$ cat src/design/mac_cfg_defs.vh
// Register offsets, field positions, reset values and timing counts
`ifndef MAC_CFG_DEFS_VH
`define MAC_CFG_DEFS_VH

// ---------------------------------------------------------------
// Register byte offsets (aligned words)
// ---------------------------------------------------------------
`define OFS_FCS_ERROR_COUNT    12'h150
`define OFS_MAC_CONFIG_ONE     12'h200
`define OFS_BACK_TO_BACK_GAP   12'h220
`define OFS_STATION_ADDR_LOW   12'h300
`define OFS_ALIAS_CLEAR        2'h1
`define OFS_ALIAS_SET          2'h2
`define OFS_ALIAS_INVERT       2'h3

// ---------------------------------------------------------------
// Field positions
// ---------------------------------------------------------------
`define BIT_WHOLE_MAC_HOLD     15
`define BIT_BACKOFF_RESTART    14
`define BIT_RX_CTRL_HOLD       11
`define BIT_RX_FUNC_HOLD       10
`define BIT_TX_CTRL_HOLD       9
`define BIT_TX_FUNC_HOLD       8
`define BIT_LOOPBACK           4
`define BIT_SEND_FLOW_STOP     3
`define BIT_HONOR_FLOW_STOP    2
`define BIT_ACCEPT_EVERY       1
`define BIT_RECEIVE_ON         0

// ---------------------------------------------------------------
// Reset values and write masks
// ---------------------------------------------------------------
`define RST_MAC_CONFIG_ONE     16'h800d
`define MASK_MAC_CONFIG_ONE    16'hcf1f
`define RST_BACK_TO_BACK_GAP   7'h12
`define GAP_OFFSET_FULL        8'h03
`define GAP_OFFSET_HALF        8'h06
`define FACTORY_STATION_LOW    16'h0000

`endif

$ cat src/design/ethernet_mac_config_stats.v
// MAC configuration, gap, station address and FCS error statistics
//
// Function
// - Count good-length frames with bad FCS
// - Clear counter on read at +0 unless low bytes disabled
// - Soft reset bit holds whole MAC, resets one
// - Simulation reset restarts transmit random generator
// - Four bits hold rx/tx sublayers in reset
// - Loopback routes transmit back into receive
// - Allow or block sending pause frames
// - Act on or ignore received pause frames
// - Pass all frames or drop control frames
// - Receive frames only when enabled
// - 16/32-bit reads and low-half/32-bit writes taken, upper-half writes and 8-bit ignored
// - Seven-bit gap field in nibble times
// - Gap field offset three full, six half
// - Station octet one low, two high
// - Station address loads factory value in the first cycle after reset release
// - Clear, set, invert aliases at +4/8/C
`timescale 1ns/1ps
`include "mac_cfg_defs.vh"

module ethernet_mac_config_stats #(
    parameter [15:0] FACTORY_STATION = `FACTORY_STATION_LOW,
    parameter        NIBBLE_DIV      = 10
) (
    input  wire        mclk,
    input  wire        rst_b,
    input  wire        busRead,
    input  wire        busWrite,
    input  wire [11:0] busAddr,
    input  wire [3:0]  busByteEn,
    input  wire [31:0] busWriteData,
    output reg  [31:0] busReadData,
    output reg         busReady,
    input  wire        rxFrameDone,
    input  wire        rxFcsBad,
    input  wire [2:0]  rxBitLenLow,
    input  wire        rxIsControl,
    input  wire        rxIsPause,
    input  wire        rxFromPhy,
    input  wire        txFrameValid,
    input  wire        txIsPause,
    input  wire        txFrameEnd,
    input  wire        fullDuplex,
    output reg         rxAccept,
    output reg         pauseHonored,
    output reg         txPausePermit,
    output reg         rxSourceLoop,
    output reg         txGapOpen,
    output reg         macLogicHold,
    output reg         rxControlHold,
    output reg         rxFunctionHold,
    output reg         txControlHold,
    output reg         txFunctionHold,
    output reg  [9:0]  backoffValue,
    output reg  [47:0] stationAddrLow
);
    // ---------------------------------------------------------------
    // Registers
    // ---------------------------------------------------------------
    reg  [15:0] badCheckFrameTally;
    reg  [15:0] macConfigOne;
    reg  [6:0]  packetGapNibbles;
    reg  [7:0]  stationOctetFirst;
    reg  [7:0]  stationOctetSecond;
    reg         factoryLoad;
    reg  [3:0]  nibbleCount;
    reg         nibbleTick;

    wire [9:0]  lfsrValue;
    wire        gapOpenRaw;

    // ---------------------------------------------------------------
    // Bus decode
    // ---------------------------------------------------------------
    wire [11:0] baseAddr  = {busAddr[11:4], 4'h0};
    wire [1:0]  aliasSel  = busAddr[3:2];
    // Only halfword pairs or the full word count as a legal width
    wire lowHalf   = (busByteEn == 4'h3);
    wire highHalf  = (busByteEn == 4'hc);
    wire fullWord  = (busByteEn == 4'hf);
    wire wideOk    = lowHalf || highHalf || fullWord;
    wire lowLanes  = lowHalf || fullWord;

    wire selFcs    = (baseAddr == `OFS_FCS_ERROR_COUNT);
    wire selCfg    = (baseAddr == `OFS_MAC_CONFIG_ONE);
    wire selGap    = (baseAddr == `OFS_BACK_TO_BACK_GAP);
    wire selSta    = (baseAddr == `OFS_STATION_ADDR_LOW);

    wire wrTake    = busWrite && wideOk && lowLanes;
    wire rdTake    = busRead && wideOk;

    // Apply alias operation to a 16-bit value
    function [15:0] aliasApply;
        input [15:0] oldValue;
        input [15:0] data;
        input [1:0]  sel;
        begin
            case (sel)
                `OFS_ALIAS_CLEAR:  aliasApply = oldValue & ~data;
                `OFS_ALIAS_SET:    aliasApply = oldValue | data;
                `OFS_ALIAS_INVERT: aliasApply = oldValue ^ data;
                default:           aliasApply = data;
            endcase
        end
    endfunction

    // Frame with bad FCS and whole-octet length
    wire fcsEvent = rxFrameDone && rxFcsBad && (rxBitLenLow == 3'h0) &&
                    !macLogicHold && !rxFunctionHold;
    wire fcsClearRead = rdTake && selFcs && aliasSel == 2'h0 &&
                        (busByteEn[1:0] != 2'h0);
    wire [15:0] gapAliased = aliasApply({9'h000, packetGapNibbles},
                                        busWriteData[15:0], aliasSel);

    // ---------------------------------------------------------------
    // Register writes
    // ---------------------------------------------------------------
    always @(posedge mclk) begin
        if (!rst_b) begin
            badCheckFrameTally <= 16'h0000;
            macConfigOne       <= `RST_MAC_CONFIG_ONE;
            packetGapNibbles   <= `RST_BACK_TO_BACK_GAP;
            factoryLoad        <= 1'b1;
            stationOctetFirst  <= 8'h00;
            stationOctetSecond <= 8'h00;
        end else begin
            factoryLoad <= 1'b0;
            // Factory value captured after release, not under reset
            if (factoryLoad) begin
                stationOctetFirst  <= FACTORY_STATION[7:0];
                stationOctetSecond <= FACTORY_STATION[15:8];
            end else if (wrTake && selSta) begin
                {stationOctetSecond, stationOctetFirst} <=
                    aliasApply({stationOctetSecond, stationOctetFirst},
                               busWriteData[15:0], aliasSel);
            end
            if (wrTake && selCfg) begin
                macConfigOne <= aliasApply(macConfigOne, busWriteData[15:0],
                                           aliasSel) & `MASK_MAC_CONFIG_ONE;
            end
            if (wrTake && selGap) begin
                packetGapNibbles <= gapAliased[6:0];
            end
            // Clearing read keeps a same-cycle increment as one; a bus write wins over both
            if (wrTake && selFcs) begin
                badCheckFrameTally <= aliasApply(badCheckFrameTally,
                                                 busWriteData[15:0], aliasSel);
            end else if (fcsClearRead) begin
                badCheckFrameTally <= fcsEvent ? 16'h0001 : 16'h0000;
            end else if (fcsEvent) begin
                badCheckFrameTally <= badCheckFrameTally + 16'h0001;
            end
        end
    end

    // ---------------------------------------------------------------
    // Bus read
    // ---------------------------------------------------------------
    reg [15:0] next_readValue;
    always @* begin
        next_readValue = 16'h0000;
        if (selFcs) begin
            next_readValue = badCheckFrameTally;
        end else if (selCfg) begin
            next_readValue = macConfigOne;
        end else if (selGap) begin
            next_readValue = {9'h000, packetGapNibbles};
        end else if (selSta) begin
            next_readValue = {stationOctetSecond, stationOctetFirst};
        end
    end

    always @(posedge mclk) begin
        if (!rst_b) begin
            busReadData <= 32'h00000000;
            busReady    <= 1'b0;
        end else begin
            // Unmapped and 8-bit accesses still complete, reading zero
            busReady    <= busRead || busWrite;
            busReadData <= rdTake ? {16'h0000, next_readValue} : 32'h00000000;
        end
    end

    // ---------------------------------------------------------------
    // Nibble-time enable
    // ---------------------------------------------------------------
    always @(posedge mclk) begin
        if (!rst_b || nibbleCount == NIBBLE_DIV[3:0] - 4'h1) begin
            nibbleCount <= 4'h0;
            nibbleTick  <= rst_b;
        end else begin
            nibbleCount <= nibbleCount + 4'h1;
            nibbleTick  <= 1'b0;
        end
    end

    gap_timer u_gap (
        .mclk             (mclk),
        .rst_b            (rst_b),
        .hold             (macLogicHold || txFunctionHold),
        .nibbleTick       (nibbleTick),
        .fullDuplex       (fullDuplex),
        .packetGapNibbles (packetGapNibbles),
        .txFrameEnd       (txFrameEnd),
        .gapOpen          (gapOpenRaw)
    );

    backoff_lfsr #(.WIDTH(10)) u_lfsr (
        .mclk    (mclk),
        .rst_b   (rst_b),
        .restart (macConfigOne[`BIT_BACKOFF_RESTART] || macLogicHold),
        .value   (lfsrValue)
    );

    // ---------------------------------------------------------------
    // Control outputs
    // ---------------------------------------------------------------
    wire holdAll = macConfigOne[`BIT_WHOLE_MAC_HOLD];
    wire rxOn    = macConfigOne[`BIT_RECEIVE_ON];
    wire rxBlock = holdAll || macConfigOne[`BIT_RX_FUNC_HOLD] ||
                   macConfigOne[`BIT_RX_CTRL_HOLD];
    wire rxFrom  = macConfigOne[`BIT_LOOPBACK] ? txFrameValid : rxFromPhy;
    wire ctlPass = !rxIsControl || macConfigOne[`BIT_ACCEPT_EVERY];

    always @(posedge mclk) begin
        if (!rst_b) begin
            // Soft reset bit resets set, so every sub-block hold starts set too
            macLogicHold   <= 1'b1;
            rxControlHold  <= 1'b1;
            rxFunctionHold <= 1'b1;
            txControlHold  <= 1'b1;
            txFunctionHold <= 1'b1;
            rxAccept       <= 1'b0;
            pauseHonored   <= 1'b0;
            txPausePermit  <= 1'b0;
            rxSourceLoop   <= 1'b0;
            txGapOpen      <= 1'b0;
            backoffValue   <= 10'h000;
            stationAddrLow <= 48'h000000000000;
        end else begin
            macLogicHold   <= holdAll;
            rxControlHold  <= holdAll || macConfigOne[`BIT_RX_CTRL_HOLD];
            rxFunctionHold <= holdAll || macConfigOne[`BIT_RX_FUNC_HOLD];
            txControlHold  <= holdAll || macConfigOne[`BIT_TX_CTRL_HOLD];
            txFunctionHold <= holdAll || macConfigOne[`BIT_TX_FUNC_HOLD];
            rxSourceLoop   <= macConfigOne[`BIT_LOOPBACK];
            rxAccept       <= rxFrom && rxOn && !rxBlock && ctlPass;
            pauseHonored   <= rxFrom && rxIsPause && rxOn && !rxBlock &&
                              macConfigOne[`BIT_HONOR_FLOW_STOP];
            txPausePermit  <= txFrameValid && txIsPause && !holdAll &&
                              !macConfigOne[`BIT_TX_CTRL_HOLD] &&
                              macConfigOne[`BIT_SEND_FLOW_STOP];
            txGapOpen      <= gapOpenRaw && !holdAll;
            backoffValue   <= lfsrValue;
            // Upper four octets live in other registers, kept zero here
            stationAddrLow <= {32'h00000000, stationOctetSecond,
                               stationOctetFirst};
        end
    end
endmodule // ethernet_mac_config_stats

$ cat src/design/gap_timer.v
// Inter-packet gap timer counting nibble-time enable pulses
`timescale 1ns/1ps
`include "mac_cfg_defs.vh"

module gap_timer (
    input  wire       mclk,
    input  wire       rst_b,
    input  wire       hold,
    input  wire       nibbleTick,
    input  wire       fullDuplex,
    input  wire [6:0] packetGapNibbles,
    input  wire       txFrameEnd,
    output reg        gapOpen
);
    reg  [7:0] count;
    wire [7:0] target;

    // Field holds gap minus offset, so add it back
    assign target = {1'b0, packetGapNibbles}
                  + (fullDuplex ? `GAP_OFFSET_FULL : `GAP_OFFSET_HALF);

    always @(posedge mclk) begin
        if (!rst_b || hold) begin
            count   <= 8'h00;
            gapOpen <= 1'b1;
        end else if (txFrameEnd) begin
            count   <= 8'h00;
            gapOpen <= 1'b0;
        end else if (!gapOpen && nibbleTick) begin
            if (count + 8'h01 >= target) begin
                gapOpen <= 1'b1;
            end
            count <= count + 8'h01;
        end
    end
endmodule // gap_timer

$ cat src/design/backoff_lfsr.v
// Transmit backoff pseudo-random generator
`timescale 1ns/1ps

module backoff_lfsr #(
    parameter WIDTH = 10
) (
    input  wire             mclk,
    input  wire             rst_b,
    input  wire             restart,
    output reg  [WIDTH-1:0] value
);
    always @(posedge mclk) begin
        if (!rst_b || restart) begin
            value <= {{(WIDTH-1){1'b0}}, 1'b1};
        end else begin
            value <= {value[WIDTH-2:0], value[WIDTH-1] ^ value[WIDTH-4]};
        end
    end
endmodule // backoff_lfsr

$ cat config.mk
export PLATFORM = sky130hd
export DESIGN_NAME = ethernet_mac_config_stats
export DESIGN_NICKNAME = d
export VERILOG_FILES = /design/src/design/ethernet_mac_config_stats.v /design/src/design/gap_timer.v /design/src/design/backoff_lfsr.v
export VERILOG_INCLUDE_DIRS = /design/src /design/src/design
export SDC_FILE = /design/constraint.sdc
export NUM_CORES = 1
export LEC_CHECK = 0
export BUFFER_PORTS_ARGS = -buffer_cell sky130_fd_sc_hd__buf_2
export CAP_MARGIN = 20
export CORE_AREA = 3 3 142 144
export CTS_BUF_LIST = sky130_fd_sc_hd__clkbuf_8 sky130_fd_sc_hd__clkbuf_16
export CTS_CLUSTER_DIAMETER = 100
export DETAILED_ROUTE_END_ITERATION = 8
export DIE_AREA = 0 0 145 147
export GPL_TIMING_DRIVEN = 0
export PLACE_DENSITY_LB_ADDON = 0.25
export REMOVE_ABC_BUFFERS = 1
export SYNTH_ARGS = -nofsm -noshare
export SYNTH_HDL_FRONTEND = slang
export SYNTH_HIERARCHICAL = 1
export SYNTH_SLANG_ARGS = --single-unit
$ cat constraint.sdc
create_clock -name mclk -period 2 [get_ports mclk]
set_clock_uncertainty 0.1 [all_clocks]
set_input_delay 0.1 -clock mclk [delete_from_list [all_inputs] [get_ports mclk]]
set_output_delay 0.1 -clock mclk [all_outputs]
set_load 0.005 [all_outputs]
# Word level (Yosys, flattened, before mapping)
# Index checks and enable logic that the tools add are counted.
# Widths: inputs -> output; s select.
# totals
register_bits	176
in_bits	64
output_inout_bits	101
wordCells	136
# classes
n_addsub	4
n_lt_le_gt_ge	1
n_eq_ne	11
mux	18
n_bitwise	15
n_reduce_logical	60
# ops
op	n
$pmux 16 s3	3
$mux 16	7
$and 16x16->16	3
$or 16x16->16	3
$xor 16x16->16	3
$logic_and 1x1->1	27
$eq 8x6->1 const B	3
$pmux 7 s3	1
$add 16x1->16 const B	1
$not 16->16	1
$logic_or 1x1->1	15
$eq 4x4->1 const B	3
$add 7x8->8	1
$add 8x1->8 const B	1
$eq 8x5->1 const B	1
$ge 8x8->1	1
$logic_not 1->1	8
$and 7x7->7	1
$or 7x7->7	1
$xor 7x7->7	1
$mux 1	6
$reduce_bool 2->1	3
$add 4x1->4 const B	1
$eq 2x2->1 const B	2
other kinds (10)	12

# Longest topological paths before layout
# Gate-level depths: netlist (run 1).
# logic_depth
ltp_word	9
ltp_mapped	10
depth_no_buf	10

# By module
# Netlist (run 1), hierarchy kept.
# modules_own_cells
mod	instances	cells_per_inst	area_per_inst_um2	seq_area_each_um2
ethernet_mac_config_stats	1	843	7372.1	2182.1
gap_timer	1	92	793.3	180.2
backoff_lfsr	1	22	282.8	200.2

# Worst setup path before layout (run 1)
# OpenSTA, ideal clock, no wires.
# synth_path
path_kind	reg-to-reg
start	register packetGapNibbles[0]
end	register u_gap.gapOpen
setup_time_ns	0.115
arrival_time_ns	1.883
required_time_ns	1.785
path_slack_ns	-0.097
stages_incl_launch_ff	11
n_path_buf	0
period_less_slack_ns	2.097
path_cell_list	dfxtp_1 -> ha_1 -> inv_1 -> ha_1 -> nor2b_1 -> o2111ai_1 -> xor2_1 -> ha_1 -> o21ai_0 -> o211ai_1 -> o21a_1
# synth_between
elab_chain_len	4
# synth_lines
element	line_no	source
start, declared	ethernet_mac_config_stats.v:64	reg [6:0] packetGapNibbles;
start signal, assigned	ethernet_mac_config_stats.v:124	packetGapNibbles <= `RST_BACK_TO_BACK_GAP;
start signal, assigned	ethernet_mac_config_stats.v:144	packetGapNibbles <= gapAliased[6:0];
$add 7x8->8	gap_timer.v:19	assign target = {1'b0, packetGapNibbles}
$ge 8x8->1	gap_timer.v:30	if (count + 8'h01 >= target) begin
$reduce_bool 2->1 (no source line)	--	
$reduce_and 2->1 (no source line)	--	
end signal, assigned	gap_timer.v:25	gapOpen <= 1'b1;
end signal, assigned	gap_timer.v:28	gapOpen <= 1'b0;
end signal, assigned	gap_timer.v:31	gapOpen <= 1'b1;
end, declared	gap_timer.v:13	output reg gapOpen
# Every way passes these cells.
# A chain may end at the register's enable or synchronous reset.

# Final worst setup path (run 1)
# Ends and elaborated chain as after synthesis.

==> results of run 1 <==
## per-stage QoR
step | utilization [%] | TNS, ns
after CTS | 52.98 | -0.5741
after floorplan | - | -7.343
final | 53.87 | -0.2825
after detailed placement | 47.50 | -55.66
after global placement | 46.80 | -105.73
after global routing | 53.87 | -0.6151
## final cells by class
cell class              count  area, sq um
clock inverters            14        180.2
fillers                  1736         8687
clock buffers              18        439.2
multi-input cells         698         5404
repair buffers            134        917.1
well taps                 260        325.3
inverters                  78        297.8
flip-flops and latches    128         2575
diodes                      2        5.005
## power by group
| part | total, mW | internal (mW) | switching (mW) | leakage, nW |
|---|---|---|---|---|
| Combinational | 0.587 | 0.239 | 0.348 | 2.99 |
| Sequential | 2.56 | 2.56 | 0.00510 | 1.03 |
| Clock | 3.28 | 2.01 | 1.27 | 0.298 |
| Total | 6.43 | 4.81 | 1.62 | 4.32 |
## registers in the layout (all words and copies together), names as in the netlist, 4 cells and up
name	count
nibbleCount	4
u_gap/count	8
stationOctetSecond	8
u_lfsr/value	10
stationAddrLow	16
packetGapNibbles	7
badCheckFrameTally	16
busReadData	16
stationOctetFirst	8
macConfigOne	11
backoffValue	10
## critical path: stages, from the launching register on
cell and delay, ns:
dfxtp_4 0.36, ha_4 0.16, inv_2 0.06, ha_4 0.14, xor2_1 0.19, ha_1 0.28
and3_1 0.21, o21ai_1 0.16, a31oi_1 0.12, o21a_1 0.19
## final timing paths
check	cells after the start	endpoint	slack (ns)	start
hold / removal	3	stationAddrLow[15]$_SDFF_PN0_	0.02	rst_b
hold reg to reg	1	backoffValue[1]$_SDFF_PN0_	0.35	u_lfsr/value[1]$_SDFF_PP0_
setup reg to reg	9	u_gap/gapOpen$_SDFFE_PP1P_	-0.08	packetGapNibbles[0]$_SDFFE_PN0P_
setup / recovery	9	u_gap/gapOpen$_SDFFE_PP1P_	-0.08	packetGapNibbles[0]$_SDFFE_PN0P_
## cell usage after synthesis (12+ instances only)
| library cell | number | area (sq um) |
|---|---|---|
| nor2_1 | 99 | 371.6 |
| ha_1 | 115 | 1439 |
| a21oi_1 | 57 | 285.3 |
| nand2_1 | 43 | 161.4 |
| a211oi_1 | 88 | 660.6 |
| mux2_2 | 49 | 551.8 |
| xnor2_1 | 12 | 105.1 |
| and2_1 | 21 | 131.4 |
| a22oi_1 | 13 | 97.59 |
| o21ai_0 | 23 | 115.1 |
| inv_1 | 77 | 289.0 |
| buf_4 | 49 | 367.9 |
| dfxtp_1 | 128 | 2562 |
| clkbuf_1 | 29 | 108.9 |
## repair_timing
action	4_1_cts	5_1_grt
hold buffers	12	0
endpoints found under the setup margin	54	37
buffers inserted	13	6
gates resized for setup	61	30
endpoints found under the hold margin	38	0
pin swaps	24	21
## cells by family (layout without fill, tap and decap cells)
family / after synthesis / after routing
flops: 128 / 128
buf+inv: 178 / 244
xor+xnor: 21 / 21
other cells: 1 / 50
fa+ha+maj: 115 / 115
simple gates: 235 / 235
compound gates: 226 / 226
mux: 53 / 53
## metal layers
layer,vias up,GRT usage [%]
li1,3490,-
met1,3310,26.74
met2,193,32.04
met3,23,3.886
met4,0,6.081
met5,-,0
==> impl_metrics.ini, run 1 <==
[sta]
period_needed_ns = 2.077
fmax_mhz = 481.4
fin_crit_sh_pct = 103.9
rsz0062_at_grt = true
relSlewSlack_pct = 38.01
slew_viol_final = 0
final-setup-viol-count = 5
tightest_slew_ns = 0.9299
setup_ws_ns = -0.07724
whs_ns = 0.01997
hold_violations = 0

[clock_network]
cts_buffers = 17
clk_pin_slew_ns = 0.06
cts_sinks = 128
cts_tree = built
clockBufferDepth = 2
htree_levels = 4
insertion_delay_ns = 0.43
root_buffer = clkbuf_16

[floorplanning]
rows = 50
core_sq_um = 18830
die_w_microns = 145
num_io_pins = 165
chipHeight_microns = 147
start_util_pct = 44.86
dieArea_sq_um = 21320

[synth]
syn_area_sq_um = 8448
synth_compound_area_share_pct = 18.23
synth-main-ff-cell = dfxtp_1
synth.area.mux_share_pct = 7.302
async_flop_share_pct = 0
synthDistinctLibCells = 62
synth_fa_ha_area_share_pct = 17.03
synth_top_family_by_area = compound AO/OA/AOI/OAI gates
synthXorXnorAreaFrac_pct = 2.177
synth_warnings = 6
synthSimpleGateAreaFrac_pct = 14.00
syn_inst = 957
ys_ff_latch = 128
synth_edf_count = 0
syn_avg_cell_area_sq_um = 8.828
synth-seq-area-share_pct = 30.33

[pwr]
p_leak_nw = 4.324
power_mw = 6.429
vdd_drop_max_mv = 0.5451
power_density_nw_per_um2 = 633.8

[finish]
design_area_sq_um = 10140
nets = 1236
final_common_cell = dfxtp_1
instances_no_fill = 1332
layout_common_cells = 122 x dfxtp_1, 111 x ha_1, 95 x buf_2
drive_gt1_share_pct = 25.33
syn2layout_area_growth_pct = 20.07

[drt]
dr_wl_met3_mm = 1.080
detail_route.iter0.violations = 415
viasPerCell = 5.267
first_pass_iters = 5
wl_met2_mm = 9.752
ant_nets = 0
vias = 7016
remaining_drc_errors = 0
dr.max_layer_used = met4
routedWlPerCell_microns = 16.08
drt-met1-wl_mm = 10.26
drt-total-wl_mm = 21.42

[worst_setup_path]
crit_type = flop to flop
worstPathRequired_ns = 2.22
endpoint_kind = flop
critPathMaxFanout = 2
cp.arrival_ns = 2.29
start_kind = flop

[placement]
gp_congestion = 0.8460
placed_cell_area_sq_um = 8944
io_buffers = 98
dp_cells = 1268
post-place-ws_ns = -1.666
dpl.hpwl_mm = 14.42

[min_path]
hold_class = input port to flop

[status]
violations = negative setup slack
status = finished, violations left

[global_route]
grt.overflow.total = 0
grt_pass1_vias = 6591
grt.total_usage_pct = 19.76
antenna_found_initial = 3
grt_max_degree = 63
grt_pass1_wl_mm = 34.31

[flow_run]
cap_violations = 0
(Power assumes the default switching activity.)
==> run 2, diff against run 1 <==
RECOVER_POWER = 50   (was not set)
==> run 2 against run 1 <==
Net effect:
- the run still ends with negative setup slack left
- global-route usage stayed put
- die area did not move
- maximum frequency about the same
- utilization down 0.19 points
- critical path type unchanged
==> impl_metrics.ini, run 2 (synthesized netlist as in run 1, its figures left out) <==
[drt]
routedWlPerCell_microns = 16.11
ant_nets = 0
vias = 7027
drt-total-wl_mm = 21.46
remaining_drc_errors = 0
viasPerCell = 5.276
first_pass_iters = 5
detail_route.iter0.violations = 401

[worst_setup_path]
crit_chain = ha_4, inv_2, ha_4, xor2_1, ha_1, and3_1, o21ai_1, a31oi_1, o21a_1
critPathTopFamily = adder cells
worstRegToRegCells = 9
r2r-end = u_gap/gapOpen$_SDFFE_PP1P_
start_kind = flop
endpoint_kind = flop
crit_buf_inv = 1
r2r-start = packetGapNibbles[0]$_SDFFE_PN0P_
max_stage_delay_ns = 0.36
critPathMaxFanout = 2
worstPathRequired_ns = 2.22
cp.arrival_ns = 2.30
crit_type = flop to flop
cp_slowest_cell = dfxtp_4
rrSetupSlack_ns = -0.08
crit_top_cell = ha_4

[floorplanning]
start_util_pct = 44.86
num_io_pins = 165
die_w_microns = 145
core_sq_um = 18830
dieArea_sq_um = 21320
rows = 50
chipHeight_microns = 147

[finish]
fin_util_pct = 53.68
layout_common_cells = 122 x dfxtp_1, 111 x ha_1, 95 x nor2_1
regArea_sq_um = 2575
syn2layout_area_growth_pct = 19.65
multi_input_area_sq_um = 5401
design_area_sq_um = 10110
drive_gt1_share_pct = 22.80
fillers = 1750
nets = 1236
final_common_cell = dfxtp_1
top_regs = badCheckFrameTally x16, busReadData x16, stationAddrLow x16

[min_path]
hold_start = rst_b
hold_class = input port to flop
hold_depth = 3
min_delay_worst_endpoint = stationAddrLow[6]$_SDFF_PN0_

[sta]
relSlewSlack_pct = 38.04
fin_crit_sh_pct = 103.9
final-setup-viol-count = 5
fmax_mhz = 481.2
hold_violations = 0
fin_tns_setup_ns = -0.2825
tightest_slew_ns = 0.9294
rsz0062_at_grt = true
period_needed_ns = 2.078
setup_ws_ns = -0.07825
slew_viol_final = 0

[clock_network]
insertion_delay_ns = 0.43
cts_tree = built
cts_buffers = 17
cts_sinks = 128
htree_levels = 4
root_buffer = clkbuf_16
clk_pin_slew_ns = 0.06
clockBufferDepth = 2

[placement]
io_buffers = 98
dpl.hpwl_mm = 14.42
gp_congestion = 0.8460
placed_cell_area_sq_um = 8944

[pwr]
p_leak_nw = 4.212
power_density_nw_per_um2 = 635.9
vdd_drop_max_mv = 0.5455

[global_route]
antenna_found_initial = 3
grt_max_degree = 63
grt_pass1_vias = 6591
grt.overflow.total = 0
grt_pass1_wl_mm = 34.31
grt.total_usage_pct = 19.76

[status]
violations = negative setup slack
status = finished, violations left

[flow_run]
cap_violations = 0
-- run 2: cell types whose count changed in the layout (fill, tap and decap cells not counted), sizes merged --
cell and delta:
buf -26, clkbuf +26
-- run 2: area by class of cell --
type                            count  share of cell area, %
Antenna cell                        2                0.04951
Clock buffer                       18                  4.345
Clock inverter                     14                  1.782
Inverter                           78                  2.946
Multi-Input combinational cell    698                  53.44
Sequential cell                   128                  25.47
Tap cell                          260                  3.218
Timing Repair Buffer              134                  8.751
-- run 2: stage by stage --
step | worst slack [ns] | cells | power (mW) | hold WS [ns]
final | -0.07825 | 1332 | 6.428 | 0.01860
after global routing | -0.1618 | 1332 | 6.659 | 0.02895
after CTS | -0.1319 | 1325 | 6.474 | 0.007130
after detailed placement | -1.666 | 1268 | 3.159 | 0.1871
after global placement | -2.118 | 1262 | 3.134 | 0.1851
after floorplan | -0.3360 | 904 | 2.925 | 0.07623
-- run 2: worst max path at each step --
stage | to | cells after the start | start
after global placement | rxAccept$_SDFF_PN0_ | 6 | rst_b
after CTS | badCheckFrameTally[5]$_SDFFE_PN0P_ | 5 | macLogicHold$_SDFF_PN1_
after floorplan | macConfigOne[11]$_SDFFE_PN0P_ | 5 | busAddr[4]
after detailed placement | rxAccept$_SDFF_PN0_ | 7 | rst_b
after global routing | u_gap/gapOpen$_SDFFE_PP1P_ | 10 | packetGapNibbles[0]$_SDFFE_PN0P_
final | u_gap/gapOpen$_SDFFE_PP1P_ | 9 | packetGapNibbles[0]$_SDFFE_PN0P_
-- run 2: repair_timing --
item                                    4_1_cts  5_1_grt
hold buffers                                 12        0
endpoints found under the setup margin       54       37
endpoints found under the hold margin        38        0
pin swaps                                    24       21
buffers inserted                             13        6
gates resized for setup                      61       30
-- run 2: worst min-delay path, delay by kind of cell --
family                 cells  cell delay (ns)
buffers and inverters      2             0.33
AND/OR/NAND/NOR            1             0.06
-- run 2: routing by layer --
layer | vias up | GRT usage [%] | wire, microns
li1 | 3493 | - | -
met5 | - | 0 | 0
met4 | 0 | 6.081 | 332
met1 | 3310 | 26.74 | 10260
met3 | 23 | 3.886 | 1120
met2 | 201 | 32.04 | 9741
-- run 2: where the power goes --
| group | internal, mW | leakage [nW] | total (mW) | switching (mW) |
|---|---|---|---|---|
| logic | 0.239 | 2.88 | 0.587 | 0.348 |
| clock network | 2.01 | 0.298 | 3.28 | 1.27 |
| registers | 2.56 | 1.03 | 2.56 | 0.00515 |
| total | 4.81 | 4.21 | 6.43 | 1.62 |
